**src/hdl/pfss_map.vh**
```
// Constants for the power-fail and stop-mode sequencer.
// Assumes a 100 MHz core clock; ring oscillator arrives as a pin level.
`ifndef PFSS_MAP_VH
`define PFSS_MAP_VH
`define PFSS_CLK_MHZ 100
// Ring oscillator nominal 8 kHz, one step 125 us
`define PFSS_RING_STEP_US 125
// Wake timer width: 16 bits of 125 us steps, about 8 s
`define PFSS_WAKE_W 16
// Periodic monitor intervals in ring clocks (2^11, 2^12, 2^13)
`define PFSS_INT_W 14
`define PFSS_INT_2K 14'h0800
`define PFSS_INT_4K 14'h1000
`define PFSS_INT_8K 14'h2000
// Interval select codes
`define PFSS_SEL_CONT 2'h0
`define PFSS_SEL_2K 2'h1
`define PFSS_SEL_4K 2'h2
`define PFSS_SEL_8K 2'h3
// Detection window: two ring cycles powered, third confirms
`define PFSS_WIN_POWER 2'h2
`define PFSS_WIN_CONFIRM 2'h3
// Persistence in core cycles, crystal settle in core cycles
`define PFSS_PERSIST_W 12
`define PFSS_CRYST_W 16
// Fast release bound: under 20 crystal cycles
`define PFSS_FAST_REL 5'h10
// Resume address after power-fail reset
`define PFSS_RESUME_ADDR 16'h8000
// Reset value of the stop-mode monitor disable bit
`define PFSS_DIS_RST 1'b1
`endif

```
**src/hdl/pfss_ring_tick.v**
```verilog
// Turns the synchronised ring oscillator level into one-cycle ticks.
// Assumes the ring clock is far slower than core_clk.
`timescale 1ns/1ps
module pfss_ring_tick
(
   // Clock and reset
   input wire core_clk,
   input wire sys_rst,
   // Ring level, already synchronised
   input wire ring_lvl,
   output wire ring_tick
);
   reg ring_last;

   always @(posedge core_clk)
   begin
      if (sys_rst)
         ring_last <= 1'b0;
      else
         ring_last <= ring_lvl;
   end

   assign ring_tick = ring_lvl & ~ring_last;
endmodule // pfss_ring_tick

```
**src/hdl/pfss_seq.v**
```verilog
// Power-fail supervision and stop-mode sequencer, top level.
// Assumes comparators, ring clock and reset sources are async pins.
`timescale 1ns/1ps
`include "pfss_map.vh"
module pfss_seq #(
   parameter PERSIST_CYC = 12'h064,
   parameter CRYST_CYC = 16'h1000
)
(
   // Clock and reset
   input wire core_clk,
   input wire sys_rst,
   // Analogue comparators and ring clock (async)
   input wire below_warning,
   input wire below_reset,
   input wire below_poweron,
   input wire ring_clk,
   // Other reset sources (async, active low pin, high watchdog)
   input wire ext_reset_n,
   input wire wdog_reset,
   // CPU side
   input wire stop_req,
   input wire io_irq,
   input wire stop_monitor_disable_wr,
   input wire stop_monitor_disable_in,
   input wire [1:0] interval_sel,
   input wire [15:0] wake_timeout,
   input wire wake_enable,
   input wire warn_irq_enable,
   input wire warn_flag_clear,
   output reg stop_monitor_disable,
   output reg power_warning_flag,
   output wire warn_irq,
   output reg in_stop,
   output wire cpu_halt,
   output reg cpu_reset,
   output reg [15:0] resume_addr,
   output reg resume_load,
   // Analogue enables
   output reg monitor_en,
   output reg regulator_en,
   output reg crystal_en
);
   localparam ST_RUN = 3'h0;
   localparam ST_STOP = 3'h1;
   localparam ST_WARM = 3'h2;
   localparam ST_PFAIL = 3'h3;
   localparam ST_OFF = 3'h4;
   localparam ST_FAST = 3'h5;

   wire [4:0] raw_in;
   wire [4:0] syn;
   wire ring_tick;
   wire s_warn = syn[0];
   wire s_rst = syn[1];
   wire s_por = ~syn[2];
   wire s_ext = syn[3];
   wire s_wdog = syn[4];
   reg [2:0] state;
   reg [2:0] next_state;
   reg [`PFSS_PERSIST_W-1:0] warn_cnt;
   reg [`PFSS_PERSIST_W-1:0] rst_cnt;
   reg [`PFSS_CRYST_W-1:0] warm_cnt;
   reg [`PFSS_WAKE_W-1:0] wake_cnt;
   reg [`PFSS_INT_W-1:0] per_cnt;
   reg [1:0] win_cnt;
   reg [4:0] fast_cnt;
   reg win_active;
   reg [`PFSS_INT_W-1:0] per_limit;
   wire mon_live;
   wire warn_seen;
   wire rst_seen;
   wire wake_hit;

   // comparators synchronised
   // Power-on and pin inverted: a flushed synchroniser reads as held off for power-on, released for the pin
   assign raw_in = {wdog_reset, ~ext_reset_n, ~below_poweron, below_reset,
                    below_warning};

   pfss_sync #(.W(5)) u_sync (
      .core_clk(core_clk),
      .sys_rst(sys_rst),
      .async_in(raw_in),
      .sync_out(syn)
   );

   wire [0:0] ring_syn;
   pfss_sync #(.W(1)) u_ring_sync (
      .core_clk(core_clk),
      .sys_rst(sys_rst),
      .async_in(ring_clk),
      .sync_out(ring_syn)
   );

   pfss_ring_tick u_tick (
      .core_clk(core_clk),
      .sys_rst(sys_rst),
      .ring_lvl(ring_syn[0]),
      .ring_tick(ring_tick)
   );

   // monitor live in run; in stop only while stop_monitor_disable is clear
   assign mon_live = (state == ST_STOP) ? ~stop_monitor_disable :
                     (state != ST_PFAIL) && (state != ST_OFF);

   assign warn_seen = mon_live && (warn_cnt == PERSIST_CYC);
   assign rst_seen = mon_live && (rst_cnt == PERSIST_CYC);
   assign wake_hit = (state == ST_STOP) && wake_enable && ring_tick &&
                     (wake_cnt == wake_timeout);

   // stopped or reset means no execution
   assign cpu_halt = (state != ST_RUN);
   assign warn_irq = power_warning_flag & warn_irq_enable;

   always @*
   begin
      case (interval_sel)
         `PFSS_SEL_2K: per_limit = `PFSS_INT_2K;
         `PFSS_SEL_4K: per_limit = `PFSS_INT_4K;
         `PFSS_SEL_8K: per_limit = `PFSS_INT_8K;
         default: per_limit = {`PFSS_INT_W{1'b0}};
      endcase
   end

   always @*
   begin
      next_state = state;
      case (state)
         ST_RUN:
         begin
            if (stop_req)
               next_state = ST_STOP;
         end
         ST_STOP:
         begin
            if (io_irq || warn_seen || wake_hit)
               next_state = ST_WARM;
         end
         ST_WARM:
         begin
            if (warm_cnt == CRYST_CYC)
               next_state = ST_RUN;
         end
         ST_PFAIL:
         begin
            if (ring_tick && win_active && win_cnt == `PFSS_WIN_CONFIRM
                && !s_rst)
               next_state = ST_WARM;
            else if (per_limit == {`PFSS_INT_W{1'b0}} && !s_rst
                     && ring_tick)
               next_state = ST_WARM;
         end
         ST_OFF:
         begin
            if (!s_por)
               next_state = ST_PFAIL;
         end
         ST_FAST:
         begin
            if (!s_ext && !s_wdog && fast_cnt == `PFSS_FAST_REL)
               next_state = ST_RUN;
         end
         default: next_state = ST_OFF;
      endcase
      if (rst_seen && state != ST_PFAIL)
         next_state = ST_PFAIL;
      if ((s_ext || s_wdog) && (state == ST_RUN || state == ST_WARM))
         next_state = ST_FAST;
      if (s_por)
         next_state = ST_OFF;
   end

   always @(posedge core_clk)
   begin
      if (sys_rst)
      begin
         state <= ST_OFF;
         stop_monitor_disable <= `PFSS_DIS_RST;
         power_warning_flag <= 1'b0;
         warn_cnt <= {`PFSS_PERSIST_W{1'b0}};
         rst_cnt <= {`PFSS_PERSIST_W{1'b0}};
         warm_cnt <= {`PFSS_CRYST_W{1'b0}};
         wake_cnt <= {`PFSS_WAKE_W{1'b0}};
         per_cnt <= {`PFSS_INT_W{1'b0}};
         win_cnt <= 2'h0;
         win_active <= 1'b0;
         fast_cnt <= 5'h00;
         resume_addr <= 16'h0000;
         resume_load <= 1'b0;
      end
      else
      begin
         state <= next_state;
         resume_load <= 1'b0;
         if (stop_monitor_disable_wr)
            stop_monitor_disable <= stop_monitor_disable_in;
         if (mon_live && s_warn && !s_rst)
         begin
            if (warn_cnt != PERSIST_CYC)
               warn_cnt <= warn_cnt + 1'b1;
         end
         else
            warn_cnt <= {`PFSS_PERSIST_W{1'b0}};
         if (mon_live && s_rst)
         begin
            if (rst_cnt != PERSIST_CYC)
               rst_cnt <= rst_cnt + 1'b1;
         end
         else
            rst_cnt <= {`PFSS_PERSIST_W{1'b0}};
         // sticky warning flag, set beats clear
         if (warn_seen)
            power_warning_flag <= 1'b1;
         else if (warn_flag_clear)
            power_warning_flag <= 1'b0;
         if (state != ST_STOP)
            wake_cnt <= {`PFSS_WAKE_W{1'b0}};
         else if (ring_tick)
            wake_cnt <= wake_cnt + 1'b1;
         if (next_state == ST_WARM && state != ST_WARM)
            warm_cnt <= {`PFSS_CRYST_W{1'b0}};
         else if (state == ST_WARM)
            warm_cnt <= warm_cnt + 1'b1;
         if (state == ST_FAST)
         begin
            if (s_ext || s_wdog)
               fast_cnt <= 5'h00;
            else
               fast_cnt <= fast_cnt + 1'b1;
         end
         else
            fast_cnt <= 5'h00;
         if (state != ST_PFAIL)
         begin
            per_cnt <= {`PFSS_INT_W{1'b0}};
            win_active <= 1'b0;
            win_cnt <= 2'h0;
         end
         else if (ring_tick)
         begin
            if (win_active)
            begin
               if (win_cnt == `PFSS_WIN_POWER && s_rst)
                  win_active <= 1'b0;
               else if (win_cnt == `PFSS_WIN_CONFIRM)
                  win_active <= 1'b0;
               win_cnt <= win_cnt + 1'b1;
               per_cnt <= {`PFSS_INT_W{1'b0}};
            end
            else if (per_cnt == per_limit - 1'b1)
            begin
               win_active <= 1'b1;
               win_cnt <= 2'h1;
               per_cnt <= {`PFSS_INT_W{1'b0}};
            end
            else
               per_cnt <= per_cnt + 1'b1;
         end
         // resume at fixed address after power-fail
         if (state == ST_PFAIL && next_state == ST_WARM)
         begin
            resume_addr <= `PFSS_RESUME_ADDR;
            resume_load <= 1'b1;
         end
      end
   end

   // Analogue enables and CPU reset follow the state
   always @(posedge core_clk)
   begin
      if (sys_rst)
      begin
         in_stop <= 1'b0;
         cpu_reset <= 1'b1;
         monitor_en <= 1'b0;
         regulator_en <= 1'b0;
         crystal_en <= 1'b0;
      end
      else
      begin
         in_stop <= (next_state == ST_STOP);
         cpu_reset <= (next_state == ST_PFAIL) || (next_state == ST_OFF) ||
                      (next_state == ST_FAST) ||
                      (next_state == ST_WARM && state == ST_PFAIL) ||
                      (state == ST_WARM && cpu_reset &&
                       next_state == ST_WARM);
         // regulator and crystal off in power-fail
         regulator_en <= (next_state == ST_RUN) ||
                         (next_state == ST_WARM) || (next_state == ST_FAST);
         crystal_en <= (next_state == ST_RUN) ||
                       (next_state == ST_WARM) || (next_state == ST_FAST);
         // comparator powered during window or continuous
         monitor_en <= (next_state == ST_PFAIL) ?
                       (win_active || per_limit == {`PFSS_INT_W{1'b0}}) :
                       (next_state == ST_STOP) ? ~stop_monitor_disable :
                       (next_state != ST_OFF);
      end
   end
endmodule // pfss_seq

```
**src/hdl/pfss_sync.v**
```verilog
// Two-flop synchroniser for asynchronous level inputs.
// Assumes all inputs are static levels relative to core_clk.
`timescale 1ns/1ps
module pfss_sync #(
   parameter W = 1
)
(
   // Clock and reset
   input wire core_clk,
   input wire sys_rst,
   // Data
   input wire [W-1:0] async_in,
   output reg [W-1:0] sync_out
);
   reg [W-1:0] stage1;

   always @(posedge core_clk)
   begin
      if (sys_rst)
      begin
         stage1 <= {W{1'b0}};
         sync_out <= {W{1'b0}};
      end
      else
      begin
         stage1 <= async_in;
         sync_out <= stage1;
      end
   end
endmodule // pfss_sync

```
**config.mk**
```make
export PLATFORM = sky130hd
export DESIGN_NAME = pfss_seq
export DESIGN_NICKNAME = d
export VERILOG_FILES = /design/src/hdl/pfss_ring_tick.v /design/src/hdl/pfss_seq.v /design/src/hdl/pfss_sync.v
export VERILOG_INCLUDE_DIRS = /design/src /design/src/hdl
export SDC_FILE = /design/constraint.sdc
export NUM_CORES = 1
export LEC_CHECK = 0
export ABC_AREA = 1
export BUFFER_PORTS_ARGS = -buffer_cell sky130_fd_sc_hd__buf_2
export CAP_MARGIN = 10
export CORE_MARGIN = 1
export CORE_UTILIZATION = 58
export CTS_CLUSTER_SIZE = 16
export DETAILED_ROUTE_END_ITERATION = 6
export PLACE_DENSITY = 0.78
export SYNTH_ARGS = -nofsm -noshare
export SYNTH_HDL_FRONTEND = slang
export SYNTH_SLANG_ARGS = --single-unit
```
**constraint.sdc**
```tcl
create_clock -name core_clk -period 2.45 [get_ports core_clk]
set_input_delay 0.49 -clock core_clk [delete_from_list [all_inputs] [get_ports core_clk]]
set_output_delay 0.49 -clock core_clk [all_outputs]
set_load 0.02 [all_outputs]
```
==> summary by stage, run 1 <==
Outcome
The run finished with clean final reports.

Die
In this run the count of I/O pins placed on the die edge is 59. The floorplan has 33 rows. The initial cell density of the core is 61.0%. The floorplan step set the die height to 95.9 um. The die boundary width is 95.9 um. The core region is 0.00838 sq mm.

The die covers 0.00920 sq mm.

Hold path
The end point of the most critical hold path is u_sync.stage1[3]. The launch point of the worst hold path is ext_reset_n. The worst hold path passes through 2 cells. The worst hold-check path type is primary input to flip-flop.

Synthesis
For this run, the number of Yosys warnings is 0. The per-instance average area after synthesis is 7.11 sq um. Summing the areas of all fa, ha and maj instances in the mapped netlist gives 3.43% of the synthesized area. Sequential elements use 39.9% of the synthesized area. The simple-gate share of the synthesized area is 31.0%. The dominant cell type by area after synthesis is dfxtp_1. The area of the mapped netlist is 0.00511 sq mm.

Measured against the total synthesized area, the mux share comes to 0%. Counting flops with a built-in enable in the synthesized netlist gives 0. In the synthesized netlist the dominant register cell turns out to be dfxtp_1.

The XOR/XNOR share of the synthesized area is 6.34%. Ranked by instance count, the synthesized netlist is headed by nand2_1, nor2_1, inv_1. In the synthesized netlist, the number of instances is 719. The synthesized netlist devotes 7.17% of its cell area to compound gates. By area the synthesized netlist is led by dfxtp_1, nand2_1, nor2_1, inv_1, xor2_1. After synthesis the netlist holds a flip-flop and latch count of 102. The combinational family with the most area after synthesis is simple AND/OR/NAND/NOR gates. The distinct cell type count after synthesis is 37. The most common cell in the netlist is nand2_1. The post-synthesis async set-or-reset flop share is 0%. The area share of the leading cell type in the synthesized netlist is 39.9%.

Clock tree
Clock-pin slew was measured on the worst setup and hold paths at 0.10 ns. TritonCTS built the clock tree. The root buffer cell chosen for the clock tree is clkbuf_8. The number of buffers created by CTS is 9. The number of instances resized during post-cts repair is 0. After clock tree synthesis, the setup repair step added 0 buffers. The number of hold buffers added after CTS was 0. The clock latency of the later-clocked register in the worst-skew pair is 0.35 ns.

The number of buffers on the longest clock path is 2. The number of clock sinks is 102. The count of H-tree levels built during CTS is 3.

Global route
The wire length of the first global-routing pass is 15,500 um. The initial antenna violation count is 0. Entering global routing, the biggest net connects 23 pins. The number of global-route vias before repair is 3,793. The all-layer global routing usage is 21.3%.

The total overflow left after global routing is 0.

Timing
The maximum clock skew at final layout is 0.00675 ns. Setup repair after global routing left no endpoint under its margin. Summed over all failing endpoints, the final setup total negative slack is 0 ns. The smallest clock period supported by the final layout is computed as 2.12 ns.

The final hold violation count was 0. Setup violations remaining at the end of the flow were counted as 0. The maximum achievable frequency is 473 MHz.

The worst slew slack as a fraction of its limit is 65.4%. Across all hold checks on the routed design, the worst slack comes to 0.266 ns. The number of max-slew violations in the final report is 0. The post-route clock period utilization is 86.4%. For the pin with the worst max-slew slack, the measured transition is 0.517 ns.

Place
After legalization and detailed placement, the total HPWL measured 7210 um. The congestion estimate from routability-driven global placement came to 0.849. Buffers placed on the I/O ports in this run total 43. The number of placed instances, taps included is 861.

Route
The routed via count is 4,358. The average detailed-routed wire length per instance is 10.6 um. Using the TritonRoute via totals, the vias-per-cell ratio works out to 4.97. The total wirelength of the detailed-routed design is 9270 um. The detailed-routing iteration count for the pre-antenna-repair pass is 6. Once detail routing completed, the nets flagged for antenna violations numbered 0. The initial detailed-routing violation count is 161. The count of unresolved DRC violations after routing is 0.

Finish
For this run, the number of standard cells in the final layout without fillers is 877. The area used by multi-input combinational logic is 0.00251 sq mm. The share of final-layout standard cells stronger than drive strength 1 is 11.7%. The filler cells instantiated in the layout total 751. The number of antenna diodes in the final layout is 0. Relative to the synthesized area, the layout overhead comes to 8.81%. The net count of the finished layout is 814.

The sequential cell area is 0.00204 sq mm.

Critical path
Walking the worst path, the cells encountered are inv_1 > ha_1 > nand3_1 > nor4_4 > nand2_4 > a21oi_4 > nand2_2 > nor2_2 > nand2_2 > nand2_4 > nor2_1. Tracing the worst setup path back leads to its startpoint at rst_cnt[0]. The total buffers and inverters traversed by the critical path is 1. The origin of the critical flop-to-flop path is rst_cnt[0].

Broken down by cell family, the worst path's largest delay share belongs to simple AND/OR/NAND/NOR gates. The endpoint kind of the worst setup timing path is a flip-flop. The internal reg-to-reg setup slack is 0.33 ns. The worst setup path is launched from a flip-flop. The endpoint identified for the worst register-to-register timing path is warm_cnt[15]. The required time reported for the critical path endpoint is 2.70 ns. The worst setup path is of the flip-flop to flip-flop kind. The worst endpoint data arrival time is 2.37 ns.

The cell count of the worst reg-to-reg path is 11. The worst-path maximum fanout is 16. For this run, the slowest stage of the critical path takes 0.44 ns.

The cell with the biggest individual delay on the critical path is nor4_4.

Power and ir drop
Summing internal, switching and leakage power gives 0.00281 W. The peak supply drop is 0.481 mV. The static leakage is 2.27 nW. The power density relative to cell area is 505 mW/mm^2.

Flow run
The max-capacitance violation count is 0.
power breakdown:
part / internal (W) / switching (W)
Sequential: 0.00167 / 0.00000833
Combinational: 0.0000547 / 0.000101
Clock: 0.000386 / 0.000588
Total: 0.00211 / 0.000697
per-stage QoR:
stage	cell area, sq um	utilization, %	worst slack (ns)
after global routing	5560	66.4	0.0992
final	5560	66.4	0.334
after floorplan	5170	-	0.529
after CTS	5560	66.4	0.344
after detailed placement	5380	64.2	0.304
after global placement	5380	64.2	0.348
per-layer routing:
layer | GRT usage, % | wire length [um] | up-vias
li1 | - | - | 2316
met1 | 26.4 | 4430 | 1949
met2 | 37.3 | 4420 | 89
met3 | 4.66 | 351 | 4
met4 | 5.47 | 64 | 0
met5 | 0 | 0 | -
cell type report:
class | count | area share [%]
Clock buffer | 9 | 2.23
Clock inverter | 7 | 1.03
Inverter | 120 | 8.10
Multi-Input combinational cell | 486 | 45.0
Sequential cell | 102 | 36.7
Tap cell | 105 | 2.36
Timing Repair Buffer | 48 | 4.54
state kept, by name, summed over array words and instances, names as in the netlist, 2 cells and up:
| name | flops |
|---|---|
| warn_cnt | 12 |
| warm_cnt | 16 |
| u_sync.stage1 | 5 |
| state | 3 |
| win_cnt | 2 |
| u_sync.sync_out | 5 |
| per_cnt | 14 |
| rst_cnt | 12 |
| wake_cnt | 16 |
| fast_cnt | 5 |
logic make-up after synthesis:
| family | Yosys count |
|---|---|
| AND/OR/NAND/NOR | 355 |
| buffers and inverters | 145 |
| flip-flops | 102 |
| AO/OA/AOI/OAI | 65 |
| XOR/XNOR | 37 |
| adder cells (fa/ha/maj) | 14 |
| other | 1 |
cells in the final DEF (no fill, tap or decap), types with 5 or more instances in the layout:
cell type  instances
nand3_1           41
nor3b_1            5
buf_4              5
nand2_1          122
xnor2_1           13
or2_2              5
clkbuf_8           9
buf_2             43
nor2_2             5
nor3_1            20
nand2_2            5
nor2_1           121
nand4_1           16
a21oi_1           34
nor4_1             6
ha_1              14
inv_1            115
o21ai_0           17
xor2_1            24
dfxtp_1          102
conb_1            15
worst max path at each step:
| stage | endpoint | cells past startpoint | slack, ns |
|---|---|---|---|
| after detailed placement | per_cnt[13] | 8 | 0.30 |
| final | warm_cnt[15] | 11 | 0.33 |
| after global routing | per_cnt[9] | 10 | 0.1 |
| after global placement | per_cnt[4] | 8 | 0.35 |
| after floorplan | warm_cnt[6] | 12 | 0.53 |
| after CTS | warm_cnt[15] | 11 | 0.34 |
Note: power is estimated with default switching activity, not from simulation.
==> run 2, diff against run 1 <==
--- a/config.mk
+++ b/config.mk
@@ -6,14 +6,13 @@
 export SDC_FILE = /design/constraint.sdc
 export NUM_CORES = 1
 export LEC_CHECK = 0
-export ABC_AREA = 1
 export BUFFER_PORTS_ARGS = -buffer_cell sky130_fd_sc_hd__buf_2
 export CAP_MARGIN = 10
 export CORE_MARGIN = 1
 export CORE_UTILIZATION = 58
 export CTS_CLUSTER_SIZE = 16
 export DETAILED_ROUTE_END_ITERATION = 6
-export PLACE_DENSITY = 0.78
+export PLACE_DENSITY = 0.79
 export SYNTH_ARGS = -nofsm -noshare
 export SYNTH_HDL_FRONTEND = slang
 export SYNTH_SLANG_ARGS = --single-unit
==> run 2 against run 1 <==
  * Critical path depth shrank 2
  * Wire length shrank 3.2%
  * Non-clock buffer count grew 6
  * Fmax shrank 8.8%
  * Power grew 3.7%
  * Clock power grew 12%
  * Critical endpoint is now monitor_en
  * Largest cell class unchanged
  * Highest routed layer unchanged
==> summary by stage, run 2 <==
Finish
The area growth from synthesis to layout is 11.4%. The number of inserted diodes is 0 (unchanged). The largest registers in the layout are wake_cnt x16, warm_cnt x16, per_cnt x14. The utilization of the core after routing is 67.2% (+0.81 points). Leaving out fill and tap cells, the most frequent cells in the layout are dfxtp_1, nor2_1, xor2_1.

The sequential cell area is 0.00204 sq mm (unchanged). The final non-filler cell total is 700 (-20%). The share of final-layout standard cells stronger than drive strength 1 came to 13.2% (+1.6 points). The most common cell after layout, fill and taps aside is dfxtp_1. The final net count is 640 (-21%).

The cell area after layout is 0.00525 sq mm (-5.7%). The number of inserted filler cells in the final layout was 640 (-15%). The area used by multi-input combinational logic is 0.00249 sq mm (-0.60%).

Timing
The worst slew slack as a fraction of its limit came to 62.6% (-2.9 points). The total setup violations reported at the end of the flow is 0 (unchanged). The transition time at the pin with the least slew margin is 0.560 ns (+0.0431 ns).

The post-route clock period utilization is 94.7% (+8.3 points). The maximum clock skew at final layout is 0.00801 ns (+0.00126 ns). The post-route minimum period is 2.32 ns (+0.205 ns). The number of max-slew violations in the final report is 0 (unchanged). The maximum achievable frequency was 431 MHz (-8.8%). The worst hold margin came to 0.267 ns (+0.000996 ns). The final hold violation count is 0 (unchanged).

Die
The die footprint is 0.00848 sq mm (-7.7%). The top-level I/O count is 59 (unchanged). The core outline area is 0.00781 sq mm (-6.9%). The overall die height came to 92.1 um (-3.9%). The number of cell rows came to 32 (-3.0%). The initial cell density of the core is 60.3% (-0.69 points). The die boundary width is 92.1 um (-3.9%).

Synthesis
The number of warning messages in the yosys log is 0 (unchanged). The share of the yosys chip area belonging to registers is 43.4% (+3.4 points). By area the synthesized netlist is led by dfxtp_1, xor2_1, nor2_1, xnor2_1, ha_1. The area share of the leading cell type in the synthesized netlist was 43.4% (+3.4 points).

The commonest cells after synthesis are dfxtp_1, nor2_1, xor2_1. The area of the mapped netlist is 0.00471 sq mm (-7.9%). The number of flops mapped to enable cells by yosys is 0 (unchanged).

The distinct cell type count after synthesis was 52 (+41%). The register bit count reported by yosys is 102 (unchanged). The number of instances in the synthesized netlist came to 542 (-25%). Of all cell types, the one taking the most synthesized area is dfxtp_1. For this run, the leading register cell type out of synthesis is dfxtp_1. The post-synthesis async set-or-reset flop share was 0% (unchanged). The per-instance average area after synthesis is 8.69 sq um (+22%). The most common cell in the netlist is dfxtp_1.

Hold path
The path class of the tightest hold or removal check is primary input to flip-flop. The cell depth of the worst min-delay path is 2 (unchanged). The launch point of the worst hold path is ext_reset_n.

The end point of the most critical hold path is u_sync.stage1[3].

Power and ir drop
The power density relative to cell area is 555 mW/mm^2 (+9.9%). The total power draw is 0.00291 W (+3.7%). The peak supply drop was 0.436 mV (-9.3%). The static leakage is 2.01 nW (-11%).

Place
The routability congestion estimate from global placement was 0.795 (-6.3%). The placement-stage cell area came to 0.00503 sq mm (-6.6%). The placed wire-length estimate after detailed placement is 6570 um (-9.0%). The number of placed instances, taps included is 684 (-21%). The number of I/O port buffers is 43 (unchanged).

Clock tree
The count of hold-fix buffers inserted at cts came to 0 (unchanged). The number of clock sinks came to 102 (unchanged). The number of instances resized during post-cts repair came to 0 (unchanged). The clock latency of the later-clocked register in the worst-skew pair came to 0.36 ns (about the same).

The number of setup buffers added after CTS was 0 (unchanged). The count of H-tree levels built during CTS is 3 (unchanged). The number of buffers on the longest clock path was 2 (unchanged). TritonCTS built the clock tree. The root buffer cell chosen for the clock tree is clkbuf_8.

The number of buffers created by CTS is 9 (unchanged). The clock slew seen by the registers of the worst setup and hold paths is 0.09 ns (about the same).

Flow run
The max-capacitance violation count came to 0 (unchanged).

Global route
The number of global-route vias before repair came to 3,454 (-8.9%). The wire length of the first global-routing pass came to 15,200 um (-2.4%). The residual overflow from global routing is 0 (unchanged). The all-layer global routing usage is 22.3% (+1.0 points). The pin count of the biggest net entering global routing was 23 (unchanged). The initial antenna violation count came to 0 (unchanged).

Critical path
The startpoint class of the critical path is a flip-flop. The worst endpoint data arrival time is 2.58 ns (+0.21 ns). The cell count of the worst reg-to-reg path is 9 (-2). The most critical setup path has its startpoint at warn_cnt[0]. The critical path start-end classification is flip-flop to flip-flop. The internal reg-to-reg setup slack came to 0.13 ns (-0.20 ns). The required time reported for the critical path endpoint is 2.71 ns (about the same). The endpoint identified for the worst register-to-register timing path is monitor_en. STA classifies the critical path endpoint as a flip-flop.

The worst-path maximum fanout is 6 (-10). The origin of the critical flop-to-flop path is warn_cnt[0].

Route
The remaining antenna violation count is 0 (unchanged). The routed via count is 3,673 (-16%). The detailed-routing iteration count for the pre-antenna-repair pass was 4 (-2). The average vias per placed instance was 5.25 (+5.6%). The initial detailed-routing violation count was 149 (-7.5%).

The count of unresolved DRC violations after routing is 0 (unchanged). The total wirelength of the detailed-routed design is 8970 um (-3.2%). The average detailed-routed wire length per instance is 12.8 um (+21%).

Outcome
The flow ran to the end, and the final reports show no timing, DRC or antenna violations.
[run 2: cell count changes in the layout (fill, tap and decap cells not counted), sizes merged, moves of 10 or more]
cell / change
nand3: -10
xor2: +32
nand2: -94
a21oi: -21
and3: +15
nor2b: +17
xnor2: +12
nor2: -26
nor3: -16
inv: -103
[run 2: how the worst max path moves through the flow]
stage                        end  slack, ns  cells past startpoint
detailed placement  warm_cnt[10]       0.07                     11
floorplan           warm_cnt[12]       0.34                     10
global placement    warm_cnt[10]       0.15                     11
global route          monitor_en      -0.03                      9
CTS                 warm_cnt[10]       0.08                     10
finish                monitor_en       0.13                      9
[run 2: per-stage QoR]
stage	setup TNS, ns	setup slack [ns]
finish	0	0.130
global route	-0.0323	-0.0323
CTS	0	0.0828
detailed placement	0	0.0662
global placement	0	0.150
floorplan	0	0.343
[run 2: layer usage]
layer	global-route usage [%]	up-vias	wire, um
li1	-	1881	-
met1	26.7	1704	4080
met2	38.6	68	4380
met3	5.22	20	301
met4	8.33	0	210
met5	0	-	0
[run 2: kinds of logic after synthesis]
logic type	count (synthesis)	share of synthesized area (%)
XOR/XNOR	81	15.1
flip-flops	102	43.4
multiplexers	2	0.425
other	1	0.0796
buffers and inverters	46	5.13
AO/OA/AOI/OAI	44	6.08
adder cells (fa/ha/maj)	14	3.72
AND/OR/NAND/NOR	252	26.1
[run 2: report_power, final]
group / internal, W / switching (W) / leakage [nW]
clock network: 0.000528 / 0.000558 / 0.106
registers: 0.00167 / 0.00000806 / 0.825
logic: 0.0000584 / 0.0000889 / 1.08
[run 2: cell type report]
class,instances,share of cell area (%)
sequential,102,38.9
multi-input combinational,408,47.5
timing repair buffer,54,5.91
clock inverter,5,1.07
clock buffer,11,2.89
inverter,18,1.29
tap,102,2.43
[run 2: worst max-delay path, cell delays in order, from the launching register on]
cell and delay (ns):
dfxtp_1 0.36, inv_1 0.08, ha_1 0.20, and4_1 0.20
and3_1 0.25, a211oi_1 0.28, o21ai_1 0.17, and2_0 0.24
buf_4 0.17, o31a_1 0.27
